===== src/verilog/csrps_params.svh =====
`ifndef CSRPS_PARAMS_SVH
`define CSRPS_PARAMS_SVH

// data and index widths
`define CSRPS_DW            16
`define CSRPS_IDX_W         2
`define CSRPS_FLAG_W        7
`define CSRPS_TMR_W         10

// reset values
`define CSRPS_IDX_RST       2'h0
`define CSRPS_FLAG_RST      7'h00
`define CSRPS_WORD_RST      16'h0000

// index of the main register
`define CSRPS_IDX_MAIN      2'h0

// main_status_control bit positions
`define CSRPS_B_ERR         15
`define CSRPS_B_FLAG_HI     14
`define CSRPS_B_FLAG_LO     8
`define CSRPS_B_IRQ         7
`define CSRPS_B_ALLOW       6
`define CSRPS_B_RECEIVER_ACTIVE        5
`define CSRPS_B_TRANSMITTER_ACTIVE        4
`define CSRPS_B_POLL        3
`define CSRPS_B_STOP        2

// positions inside the seven-bit flag vector (bits 14..8)
`define CSRPS_F_OVERLEN     6
`define CSRPS_F_HEARTBEAT   5
`define CSRPS_F_LOST        4
`define CSRPS_F_TIMEOUT     3
`define CSRPS_F_RXDONE      2
`define CSRPS_F_TXDONE      1
`define CSRPS_F_SETUP       0

// flags feeding the error summary and the interrupt flag
`define CSRPS_ERR_MASK      7'h78
`define CSRPS_IRQ_MASK      7'h5f

// timing, figures in ns
`define CSRPS_CLK_NS        40
`define CSRPS_HB_NS         2000
`define CSRPS_BTO_NS        25600
`define CSRPS_HB_CYC        (`CSRPS_HB_NS / `CSRPS_CLK_NS)
`define CSRPS_BTO_CYC       (`CSRPS_BTO_NS / `CSRPS_CLK_NS)

`endif


===== src/verilog/csrps_pkg.sv =====
`default_nettype none
package csrps_pkg;

    // host pins that are synchronised
    typedef struct packed {
        logic cs_n;
        logic port_sel;
        logic read;
        logic strobe_n;
    } csrps_hpin_t;

    // events from the rest of the controller, same clock
    typedef struct packed {
        logic tx_overlength;
        logic lost_frame;
        logic rx_done;
        logic tx_done;
        logic setup_done;
        logic tx_underflow;
        logic tx_chain_fault;
        logic tx_complete;
        logic master_addr;
        logic master_ready;
    } csrps_evt_t;

    // slave access sequencer
    typedef enum logic [1:0] {
        CSRPS_IDLE = 2'b00,
        CSRPS_HOLD = 2'b01
    } csrps_state_t;

endpackage : csrps_pkg
`default_nettype wire


===== src/verilog/csrps_sync.sv =====
`timescale 1ns/1ps
`default_nettype none
module csrps_sync (
    input  wire logic clk,    // device clock
    input  wire logic rst,    // async reset
    input  wire logic pin_i,  // raw pin
    input  wire logic rst_v,  // level held in reset
    output var  logic sync_o  // filtered level
);
    logic s1_q;
    logic s2_q;
    logic s3_q;
    logic lvl_q;

    // stages hold the pin relative to its idle level, so reset reads idle
    always_ff @(posedge clk or posedge rst) begin
        if (rst) begin
            s1_q   <= 1'b0;
            s2_q   <= 1'b0;
            s3_q   <= 1'b0;
            lvl_q  <= 1'b0;
        end else begin
            s1_q <= pin_i ^ rst_v;
            s2_q <= s1_q;
            s3_q <= s2_q;
            if (s2_q == s3_q) begin
                lvl_q <= s3_q;
            end
        end
    end

    assign sync_o = lvl_q ^ rst_v;
endmodule : csrps_sync
`default_nettype wire


===== src/verilog/csrps_wdog.sv =====
`timescale 1ns/1ps
`default_nettype none
`include "csrps_params.svh"
module csrps_wdog #(
    parameter logic [`CSRPS_TMR_W-1:0] CYC = 10'd50  // window in cycles
) (
    input  wire logic clk,      // device clock
    input  wire logic rst,      // async reset
    input  wire logic clr,      // stop control, aborts the window
    input  wire logic arm,      // opens the window
    input  wire logic done,     // awaited answer
    output var  logic expire_o  // one-cycle pulse, window ran out
);
    logic [`CSRPS_TMR_W-1:0] cnt_q;
    logic                    busy_q;
    logic                    last;

    assign last = (cnt_q == '0);

    // an answer in the same cycle as the last count still counts as in time
    always_ff @(posedge clk or posedge rst) begin
        if (rst) begin
            cnt_q    <= '0;
            busy_q   <= 1'b0;
            expire_o <= 1'b0;
        end else begin
            expire_o <= 1'b0;
            if (clr) begin
                busy_q <= 1'b0;
            end else if (arm) begin
                busy_q <= 1'b1;
                cnt_q  <= CYC - 1'b1;
            end else if (busy_q && done) begin
                busy_q <= 1'b0;
            end else if (busy_q && last) begin
                busy_q   <= 1'b0;
                expire_o <= 1'b1;
            end else if (busy_q) begin
                cnt_q <= cnt_q - 1'b1;
            end
        end
    end
endmodule : csrps_wdog
`default_nettype wire


===== src/verilog/csrps_top.sv =====
// Functional notes
// - port select low reaches the data port, high reaches the index port
// - index low two bits pick register zero to three; upper bits read zero
// - index keeps its last written value until rewritten
// - data port writes and reads the register that the index picks
// - registers one to three only while stopped; else ready, reads zero, no write
// - bit 15 is OR of the four error flags, read only
// - bit 14 set when the transmitter overstays the line
// - bit 13 set when collision fails to show within 2us of transmit end
// - lost frame flag set when a frame is dropped for lack of buffer
// - bit 11 set on bus master ready timeout 25.6us; rx and tx shut off
// - bit 10 set when last receive descriptor of a frame is updated
// - bit 9 set on last transmit descriptor update or transmit failure
// - bit 8 set once the setup block is fetched and stored
// - status flags clear on write of one, reset or stop; zero ignored
// - bit 7 is OR of the interrupt sources, read only
// - interrupt pin low only while bit 6 and bit 7 are both one
// - irq_allow read/write, cleared by reset or stop, not settable stopped
// - receiver_active set on start if enabled and set up, cleared on bus timeout
// - transmitter_active set on start if enabled and set up, cleared on tx faults
// - bit 3 write of one forces a descriptor poll; clears when serviced
// - stop halts activity and clears flags and control bits like a reset; index kept
`timescale 1ns/1ps
`default_nettype none
`include "csrps_params.svh"
module csrps_top
    import csrps_pkg::*;
(
    input  wire logic                   clk,          // 25 MHz clock
    input  wire logic                   rst,          // async bus reset
    // host slave pins
    input  wire logic                   cs_n,         // chip select
    input  wire logic                   port_sel,     // high index, low data
    input  wire logic                   read,         // high for host read
    input  wire logic                   strobe_n,     // data strobe
    input  wire logic [`CSRPS_DW-1:0]   dal_in,       // addr_data_bus in
    output var  logic [`CSRPS_DW-1:0]   dal_out,      // addr_data_bus out
    output var  logic                   dal_oe,       // bus drive enable
    output var  logic                   rdy_n,        // ready to host
    output var  logic                   irq_n,        // interrupt pin
    // controller side
    input  wire logic                   stop_ctrl,    // stop control level
    input  wire logic                   run_request,  // start pulse
    input  wire logic                   rx_disable_cfg, // setup mode bit
    input  wire logic                   tx_disable_cfg, // setup mode bit
    input  wire logic                   collision,    // collision pin
    input  wire csrps_evt_t             evt,          // controller events
    input  wire logic                   poll_ack,     // poll serviced
    output var  logic                   receiver_active, // rx enabled
    output var  logic                   transmitter_active, // tx enabled
    output var  logic                   tx_poll_req,  // fetch descriptor
    // registers one to three, kept elsewhere
    input  wire logic [`CSRPS_DW-1:0]   ext_rdata,    // selected contents
    output var  logic                   ext_wr,       // write pulse
    output var  logic [`CSRPS_IDX_W-1:0] ext_sel,     // register number
    output var  logic [`CSRPS_DW-1:0]   ext_wdata     // write data
);

    // pin synchronisers, one per host control pin
    csrps_hpin_t pin_raw;
    csrps_hpin_t pin_s;
    logic        col_s;

    assign pin_raw = '{cs_n: cs_n, port_sel: port_sel, read: read,
                       strobe_n: strobe_n};

    genvar gi;
    generate
        for (gi = 0; gi < 4; gi++) begin : g_pin
            csrps_sync u_sync (
                .clk    (clk),
                .rst    (rst),
                .pin_i  (pin_raw[gi]),
                .rst_v  (1'b1),
                .sync_o (pin_s[gi])
            );
        end
    endgenerate

    csrps_sync u_col (
        .clk    (clk),
        .rst    (rst),
        .pin_i  (collision),
        .rst_v  (1'b0),
        .sync_o (col_s)
    );

    // timeout watchdogs
    logic hb_expire;
    logic bto_expire;

    // heartbeat window opens when a transmission completes
    csrps_wdog #(
        .CYC (`CSRPS_TMR_W'(`CSRPS_HB_CYC))
    ) u_hb (
        .clk      (clk),
        .rst      (rst),
        .clr      (stop_ctrl),
        .arm      (evt.tx_complete),
        .done     (col_s),
        .expire_o (hb_expire)
    );

    // master ready window opens on each driven address
    csrps_wdog #(
        .CYC (`CSRPS_TMR_W'(`CSRPS_BTO_CYC))
    ) u_bto (
        .clk      (clk),
        .rst      (rst),
        .clr      (stop_ctrl),
        .arm      (evt.master_addr),
        .done     (evt.master_ready),
        .expire_o (bto_expire)
    );

    // register state
    csrps_state_t             state_q;
    csrps_state_t             state_d;
    logic [`CSRPS_IDX_W-1:0]  idx_q;
    logic [`CSRPS_IDX_W-1:0]  idx_d;
    logic [`CSRPS_FLAG_W-1:0] flags_q;
    logic [`CSRPS_FLAG_W-1:0] flags_d;
    logic                     allow_q;
    logic                     allow_d;
    logic                     receiver_active_d;
    logic                     transmitter_active_d;
    logic                     poll_d;
    logic                     setup_ok_q;
    logic                     setup_ok_d;

    // host access decode
    // an access opens when both select and strobe have settled low;
    // data pins are sampled then, having been stable for four cycles
    logic acc_go;
    logic acc_end;
    logic hit_index;
    logic hit_data;
    logic hit_main;
    logic hit_ext;
    logic ext_ok;
    logic wr_index;
    logic wr_main;
    logic wr_ext;

    assign acc_go    = (state_q == CSRPS_IDLE) && !pin_s.cs_n
                       && !pin_s.strobe_n;
    assign acc_end   = pin_s.cs_n || pin_s.strobe_n;
    assign hit_index = acc_go && pin_s.port_sel;
    assign hit_data  = acc_go && !pin_s.port_sel;
    assign hit_main  = hit_data && (idx_q == `CSRPS_IDX_MAIN);
    assign hit_ext   = hit_data && (idx_q != `CSRPS_IDX_MAIN);
    assign ext_ok    = stop_ctrl;
    assign wr_index  = hit_index && !pin_s.read;
    assign wr_main   = hit_main && !pin_s.read;
    assign wr_ext    = hit_ext && !pin_s.read && ext_ok;

    // derived status bits
    logic err_sum;
    logic irq_flag;
    logic [`CSRPS_FLAG_W-1:0] flag_set;
    logic [`CSRPS_FLAG_W-1:0] flag_clr;

    assign err_sum  = |(flags_q & `CSRPS_ERR_MASK);
    assign irq_flag = |(flags_q & `CSRPS_IRQ_MASK);

    // event positions follow the bit order 14 down to 8
    assign flag_set[`CSRPS_F_OVERLEN]   = evt.tx_overlength;
    assign flag_set[`CSRPS_F_HEARTBEAT] = hb_expire;
    assign flag_set[`CSRPS_F_LOST]      = evt.lost_frame;
    assign flag_set[`CSRPS_F_TIMEOUT]   = bto_expire;
    assign flag_set[`CSRPS_F_RXDONE]    = evt.rx_done;
    assign flag_set[`CSRPS_F_TXDONE]    = evt.tx_done;
    assign flag_set[`CSRPS_F_SETUP]     = evt.setup_done;

    // write of one clears, zero leaves alone
    assign flag_clr = wr_main ? dal_in[`CSRPS_B_FLAG_HI:`CSRPS_B_FLAG_LO]
                              : `CSRPS_FLAG_RST;

    // main_status_control read image
    logic [`CSRPS_DW-1:0] main_word;

    always_comb begin
        main_word = `CSRPS_WORD_RST;
        main_word[`CSRPS_B_ERR] = err_sum;
        main_word[`CSRPS_B_FLAG_HI:`CSRPS_B_FLAG_LO] = flags_q;
        main_word[`CSRPS_B_IRQ]   = irq_flag;
        main_word[`CSRPS_B_ALLOW] = allow_q;
        main_word[`CSRPS_B_RECEIVER_ACTIVE]  = receiver_active;
        main_word[`CSRPS_B_TRANSMITTER_ACTIVE]  = transmitter_active;
        main_word[`CSRPS_B_POLL]  = tx_poll_req;
        main_word[`CSRPS_B_STOP]  = stop_ctrl;
    end

    // read data selection
    logic [`CSRPS_DW-1:0] idx_word;
    logic [`CSRPS_DW-1:0] rd_word;

    assign idx_word = {{(`CSRPS_DW-`CSRPS_IDX_W){1'b0}}, idx_q};

    // registers one to three read zero while running: the value is
    // undefined to the host, and zero leaks nothing
    assign rd_word = hit_index ? idx_word :
                     hit_main  ? main_word :
                     ext_ok    ? ext_rdata : `CSRPS_WORD_RST;

    // next-state for index, flags and control bits
    always_comb begin
        idx_d = idx_q;
        if (wr_index) begin
            idx_d = dal_in[`CSRPS_IDX_W-1:0];
        end
    end

    // set wins over a clear landing in the same cycle
    generate
        for (gi = 0; gi < `CSRPS_FLAG_W; gi++) begin : g_flag
            assign flags_d[gi] = stop_ctrl ? 1'b0 :
                (flags_q[gi] & ~flag_clr[gi]) | flag_set[gi];
        end
    endgenerate

    always_comb begin
        allow_d = allow_q;
        if (stop_ctrl) begin
            allow_d = 1'b0;
        end else if (wr_main) begin
            allow_d = dal_in[`CSRPS_B_ALLOW];
        end
    end

    // setup counts as complete once its fetch has finished
    always_comb begin
        setup_ok_d = setup_ok_q;
        if (stop_ctrl) begin
            setup_ok_d = 1'b0;
        end else if (evt.setup_done) begin
            setup_ok_d = 1'b1;
        end
    end

    always_comb begin
        receiver_active_d = receiver_active;
        if (stop_ctrl || bto_expire) begin
            receiver_active_d = 1'b0;
        end else if (evt.setup_done && rx_disable_cfg) begin
            receiver_active_d = 1'b0;
        end else if (run_request && !rx_disable_cfg && setup_ok_q) begin
            receiver_active_d = 1'b1;
        end
    end

    always_comb begin
        transmitter_active_d = transmitter_active;
        if (stop_ctrl || bto_expire) begin
            transmitter_active_d = 1'b0;
        end else if (evt.tx_underflow || evt.tx_chain_fault) begin
            transmitter_active_d = 1'b0;
        end else if (evt.setup_done && tx_disable_cfg) begin
            transmitter_active_d = 1'b0;
        end else if (run_request && !tx_disable_cfg && setup_ok_q) begin
            transmitter_active_d = 1'b1;
        end
    end

    // a fresh demand beats a service acknowledge in the same cycle
    always_comb begin
        poll_d = tx_poll_req;
        if (stop_ctrl) begin
            poll_d = 1'b0;
        end else if (wr_main && dal_in[`CSRPS_B_POLL]) begin
            poll_d = 1'b1;
        end else if (poll_ack) begin
            poll_d = 1'b0;
        end
    end

    // access sequencer: answer once, then wait for strobe release
    always_comb begin
        state_d = state_q;
        case (state_q)
            CSRPS_IDLE: begin
                if (acc_go) begin
                    state_d = CSRPS_HOLD;
                end
            end
            CSRPS_HOLD: begin
                if (acc_end) begin
                    state_d = CSRPS_IDLE;
                end
            end
            default: begin
                state_d = CSRPS_IDLE;
            end
        endcase
    end

    // control and status flops; stop clears all but the index like reset
    always_ff @(posedge clk or posedge rst) begin
        if (rst) begin
            idx_q              <= `CSRPS_IDX_RST;
            flags_q            <= `CSRPS_FLAG_RST;
            allow_q            <= 1'b0;
            setup_ok_q         <= 1'b0;
            receiver_active    <= 1'b0;
            transmitter_active <= 1'b0;
            tx_poll_req        <= 1'b0;
        end else begin
            idx_q              <= idx_d;
            flags_q            <= flags_d;
            allow_q            <= allow_d;
            setup_ok_q         <= setup_ok_d;
            receiver_active    <= receiver_active_d;
            transmitter_active <= transmitter_active_d;
            tx_poll_req        <= poll_d;
        end
    end

    // pin is registered from the next-state flags, so it changes in the same cycle as them
    always_ff @(posedge clk or posedge rst) begin
        if (rst) begin
            irq_n <= 1'b1;
        end else begin
            irq_n <= ~(allow_d & (|(flags_d & `CSRPS_IRQ_MASK)));
        end
    end

    // host bus answer; ready is given even for refused accesses
    always_ff @(posedge clk or posedge rst) begin
        if (rst) begin
            state_q <= CSRPS_IDLE;
            dal_out <= `CSRPS_WORD_RST;
            dal_oe  <= 1'b0;
            rdy_n   <= 1'b1;
        end else begin
            state_q <= state_d;
            if (acc_go) begin
                dal_out <= rd_word;
                dal_oe  <= pin_s.read;
                rdy_n   <= 1'b0;
            end else if (state_q == CSRPS_HOLD && acc_end) begin
                dal_oe  <= 1'b0;
                rdy_n   <= 1'b1;
            end
        end
    end

    // write strobe toward registers one to three
    always_ff @(posedge clk or posedge rst) begin
        if (rst) begin
            ext_wr    <= 1'b0;
            ext_sel   <= `CSRPS_IDX_RST;
            ext_wdata <= `CSRPS_WORD_RST;
        end else begin
            ext_wr <= wr_ext;
            if (wr_ext) begin
                ext_sel   <= idx_q;
                ext_wdata <= dal_in;
            end
        end
    end

endmodule : csrps_top
`default_nettype wire


===== config.mk =====
export PLATFORM = sky130hd
export DESIGN_NAME = csrps_top
export DESIGN_NICKNAME = d
export VERILOG_FILES = /design/src/verilog/csrps_pkg.sv /design/src/verilog/csrps_sync.sv /design/src/verilog/csrps_wdog.sv /design/src/verilog/csrps_top.sv
export VERILOG_INCLUDE_DIRS = /design/src /design/src/verilog
export SDC_FILE = /design/constraint.sdc
export NUM_CORES = 1
export LEC_CHECK = 0
export BUFFER_PORTS_ARGS = -buffer_cell sky130_fd_sc_hd__buf_4
export CAP_MARGIN = 20
export CORE_MARGIN = 5
export CORE_UTILIZATION = 40
export CTS_CLUSTER_DIAMETER = 200
export DETAILED_ROUTE_END_ITERATION = 6
export GPL_ROUTABILITY_DRIVEN = 0
export SYNTH_ARGS = -nofsm -noshare
export SYNTH_HDL_FRONTEND = slang
export SYNTH_SLANG_ARGS = --single-unit

===== constraint.sdc =====
create_clock -name clk -period 9.2 [get_ports clk]
set_input_delay 1.38 -clock clk [delete_from_list [all_inputs] [get_ports clk]]
set_output_delay 1.38 -clock clk [all_outputs]
set_load 0.02 [all_outputs]

==> impl_results.md <==
- Beginning of the critical path: stop_ctrl
- Post-Syn Area: about 4200 sq um
- Most common flop cell mapped by yosys: dfrtp_1
- Total of hold buffers inserted after clock tree synthesis: 0
- Area added between synthesis and finish: 23.6%
- Number of ports placed on the die boundary: 95
- Routed WL per cell: 15.1 microns
- Type of the worst setup path: in2reg
- Warnings from Yosys: 0
- Number of buffers on the longest clock path: 2
- Overall die area: 12600 sq um
- CP Capture Type: flop
- Die H: 112 microns
- Clock-pin transition on the worst setup and hold timing paths: approximately 80 ps
- Clock tree from TritonCTS: built
- Die width: 112 microns
- Max Transition Viols Final: 0
- Worst-Margin Slew: just over 900 ps
- Num Clock Sinks: 97
- Post-Synthesis Cells: roughly 370
- Achievable Freq: around 350 MHz
- Placement Rows: 37
- Initial core utilization: just over 40%
- RSZ-0062 raised after global routing: no
- Final setup violating endpoints: 0
- Cell count after placement: slightly below 600
- Minimum period implied by the final worst setup slack: between 2000 and 3000 ps
- Clk root buf: clkbuf_8
- Startpoint of the worst register-to-register path: state_q[0]
- Net count after synthesis: between 400 and 500
- Total Neg Setup Slack: 0 ps
- Fin worst setup slack: 6320 ps
- Largest net degree at the start of global routing: 78
- Half-perimeter wire length after detailed placement: about 6800 microns
- Setup crit start kind: input port
- Number of setup buffers added after CTS: 0
- Crit Path Max Fanout: 31
- Crit path cell chain: buf_4 -> nand2_1 -> nor2b_4 -> and2_1 -> mux2_2
- H-tree lvl count: 3
- Via-per-instance ratio: approximately 5.1
- Arrival time of data at the critical path endpoint: 3120 ps
- Worst clock skew: about 12 ps
- Fraction of final layout cells with drive strength greater than 1: between 20% and 30%
- Number of nets in the layout: 521
- Number of antenna violations at the first check in global routing: 0
- Hold wc startpoint: g_pin[3].u_sync.s1_q
- DRC: 0
- Antenna cells: 0
- Final wirelength: between 9000 and 10000 microns
- Number of violations reported at the end of detailed-routing iteration 0: approximately 120
- Total via count in the routed design: a little over 3000
- Ratio of total power to cell area: 205 nW/um^2
- Post-cts sizing count: 0
- Post-Place Setup Slack: between 5000 and 6000 ps
- Critical-path cell with the highest stage delay: and2_1
- Max cap viols: 0
- Static Leak: approximately 2.3 nW
- Vias in the first global route: 3105
- CTS buffer count: 9
- Flip-flop and latch count after synthesis: just under 100
- Worst reg-to-reg setup slack: 6740 ps
- Non-filler cells, final: between 600 and 700
- Part of the Yosys area used for sequential elements: approximately 60%
- Total chip power: 0.00106 W
- Worst skew pair latency: 360 ps
- Post-DRT Antenna Nets: 0
- Worst VDD drop: 0.0000953 V
- Run status: completed
- Final clock period utilization by the worst path: 31.3%
- Mean post-synth cell area: approximately 11 sq um
- Max incr delay on CP: between 600 and 700 ps
- Wire length of the first global-routing pass: roughly 16000 microns
- Number of distinct library cell variants in the gate-level netlist after synthesis: 55
- GRT overflow: 0
- Final-report hold violation count: 0
- Tightest slew margin relative to the limit: 38.2%
- Required arrival time at the worst endpoint: ~9500 ps
- Total Routing Usage GR: 15.2%
- Number of I/O port buffers: between 90 and 100
- Count of flip-flops with a built-in enable after synthesis: 0
- Placeable core region: between 10000 and 15000 sq um
- Path type of the worst min-delay path: reg2reg
- Async SR Flop Fraction: 100%
- First drt pass iteration count: 4
[final timing paths]
kind,to,cells after the start
max in group asynchronous,dal_out[12],3
max reg2reg,ext_wdata[5],4
min in group asynchronous,u_hb.cnt_q[9],2
max,ext_wdata[5],5
min reg2reg,g_pin[3].u_sync.s2_q,0
min,g_pin[3].u_sync.s2_q,0
[routing by layer]
layer / global-route usage (%) / wire length, microns
met5: 0 / 0
met4: 7.37 / 200
met3: 2.64 / 414
met1: 20.4 / 4100
met2: 24.0 / 4430
[kinds of logic after synthesis]
group / count (synthesis) / synth area share [%]
adder cells (fa/ha/maj): 8 / 2.04
multiplexers: 19 / 5.11
AND/OR/NAND/NOR: 136 / 17.9
AO/OA/AOI/OAI: 79 / 13.0
buffers and inverters: 31 / 3.00
flip-flops: 97 / 58.3
XOR/XNOR: 3 / 0.631
[report_power, final]
| part | switching [W] | internal (W) |
|---|---|---|
| combinational | 0.000154 | 0.000132 |
| sequential | 0.0000431 | 0.000490 |
| clock | 0.000137 | 0.0000993 |
| total | 0.000335 | 0.000722 |
[metrics by stage]
| stage | area, sq um | hold slack (ps) | utilization, % |
|---|---|---|---|
| floorplan | 4170 | 331 | - |
| global placement | 4990 | 335 | 48.8 |
| detailed placement | 4990 | 338 | 48.8 |
| CTS | 5150 | 358 | 50.3 |
| global route | 5150 | 360 | 50.3 |
| finish | 5150 | 355 | 50.3 |
[critical path, delay by kind of cell]
| kind | cells | cell delay [ps] |
|---|---|---|
| buffers and inverters | 1 | 280 |
| AND/OR/NAND/NOR | 3 | 1040 |
| multiplexers | 1 | 420 |
[registers in the layout, summed over array words and instances, names as in the netlist, 2 cells and up]
name and flops:
ext_sel 2, dal_out 16, u_bto.cnt_q 10, g_pin.u_sync.s3_q 4, g_pin.u_sync.lvl_q 4, u_hb.cnt_q 10
ext_wdata 16, idx_q 2, g_pin.u_sync.s2_q 4, flags_q 7, g_pin.u_sync.s1_q 4
[layout by cell type, fill, tap and decap left out, types with 2 or more instances in the layout]
cell type | synthesis | layout
buf_4 | 2 | 96
ha_1 | 2 | 2
nand2b_1 | 8 | 8
mux2_1 | 3 | 3
inv_1 | 16 | 15
a21oi_1 | 29 | 29
mux2_2 | 15 | 15
o311ai_4 | 2 | 2
nor2b_1 | 3 | 3
o31ai_1 | 4 | 4
nor3b_1 | 5 | 5
o211ai_1 | 2 | 2
nand3_1 | 16 | 16
o41ai_1 | 2 | 2
o21ai_1 | 2 | 2
or4_1 | 6 | 6
and3_1 | 13 | 13
nor3_1 | 4 | 4
clkbuf_1 | 11 | 6
a221o_1 | 2 | 2
dfstp_2 | 2 | 2
o2111ai_1 | 3 | 3
o31a_1 | 2 | 2
dfrtp_1 | 95 | 95
xor2_1 | 3 | 3
maj3_1 | 6 | 6
or3_1 | 9 | 9
a31oi_1 | 2 | 2
o22ai_1 | 2 | 2
nor2_1 | 26 | 26
nand2_1 | 30 | 30
a22o_1 | 2 | 2
nor4_1 | 6 | 6
clkbuf_8 | 0 | 9
o21ai_0 | 17 | 17
[cells in the mapped netlist (3+ instances only)]
cell type / count / area [sq um]
dfrtp_1: 95 / 2380
nand2_1: 30 / 113
a21oi_1: 29 / 145
nor2_1: 26 / 97.6
o21ai_0: 17 / 85.1
inv_1: 16 / 60.1
nand3_1: 16 / 80.1
mux2_2: 15 / 169
and3_1: 13 / 81.3
clkbuf_1: 11 / 41.3
or3_1: 9 / 56.3
nand2b_1: 8 / 50.1
maj3_1: 6 / 60.1
nor4_1: 6 / 37.5
or4_1: 6 / 45.0
nor3b_1: 5 / 37.5
nor3_1: 4 / 20.0
o31ai_1: 4 / 30.0
mux2_1: 3 / 33.8
nor2b_1: 3 / 18.8
o2111ai_1: 3 / 26.3
xor2_1: 3 / 26.3
[final cells by class]
cell class / count / area (sq um)
clock buffer: 15 / 146
timing repair buffer: 96 / 721
multi-input combinational: 245 / 1610
fill: 1003 / 5080
clock inverter: 1 / 7.51
inverter: 16 / 62.6
sequential: 97 / 2430
tap: 136 / 170
Power figures use the tool's default switching activity.
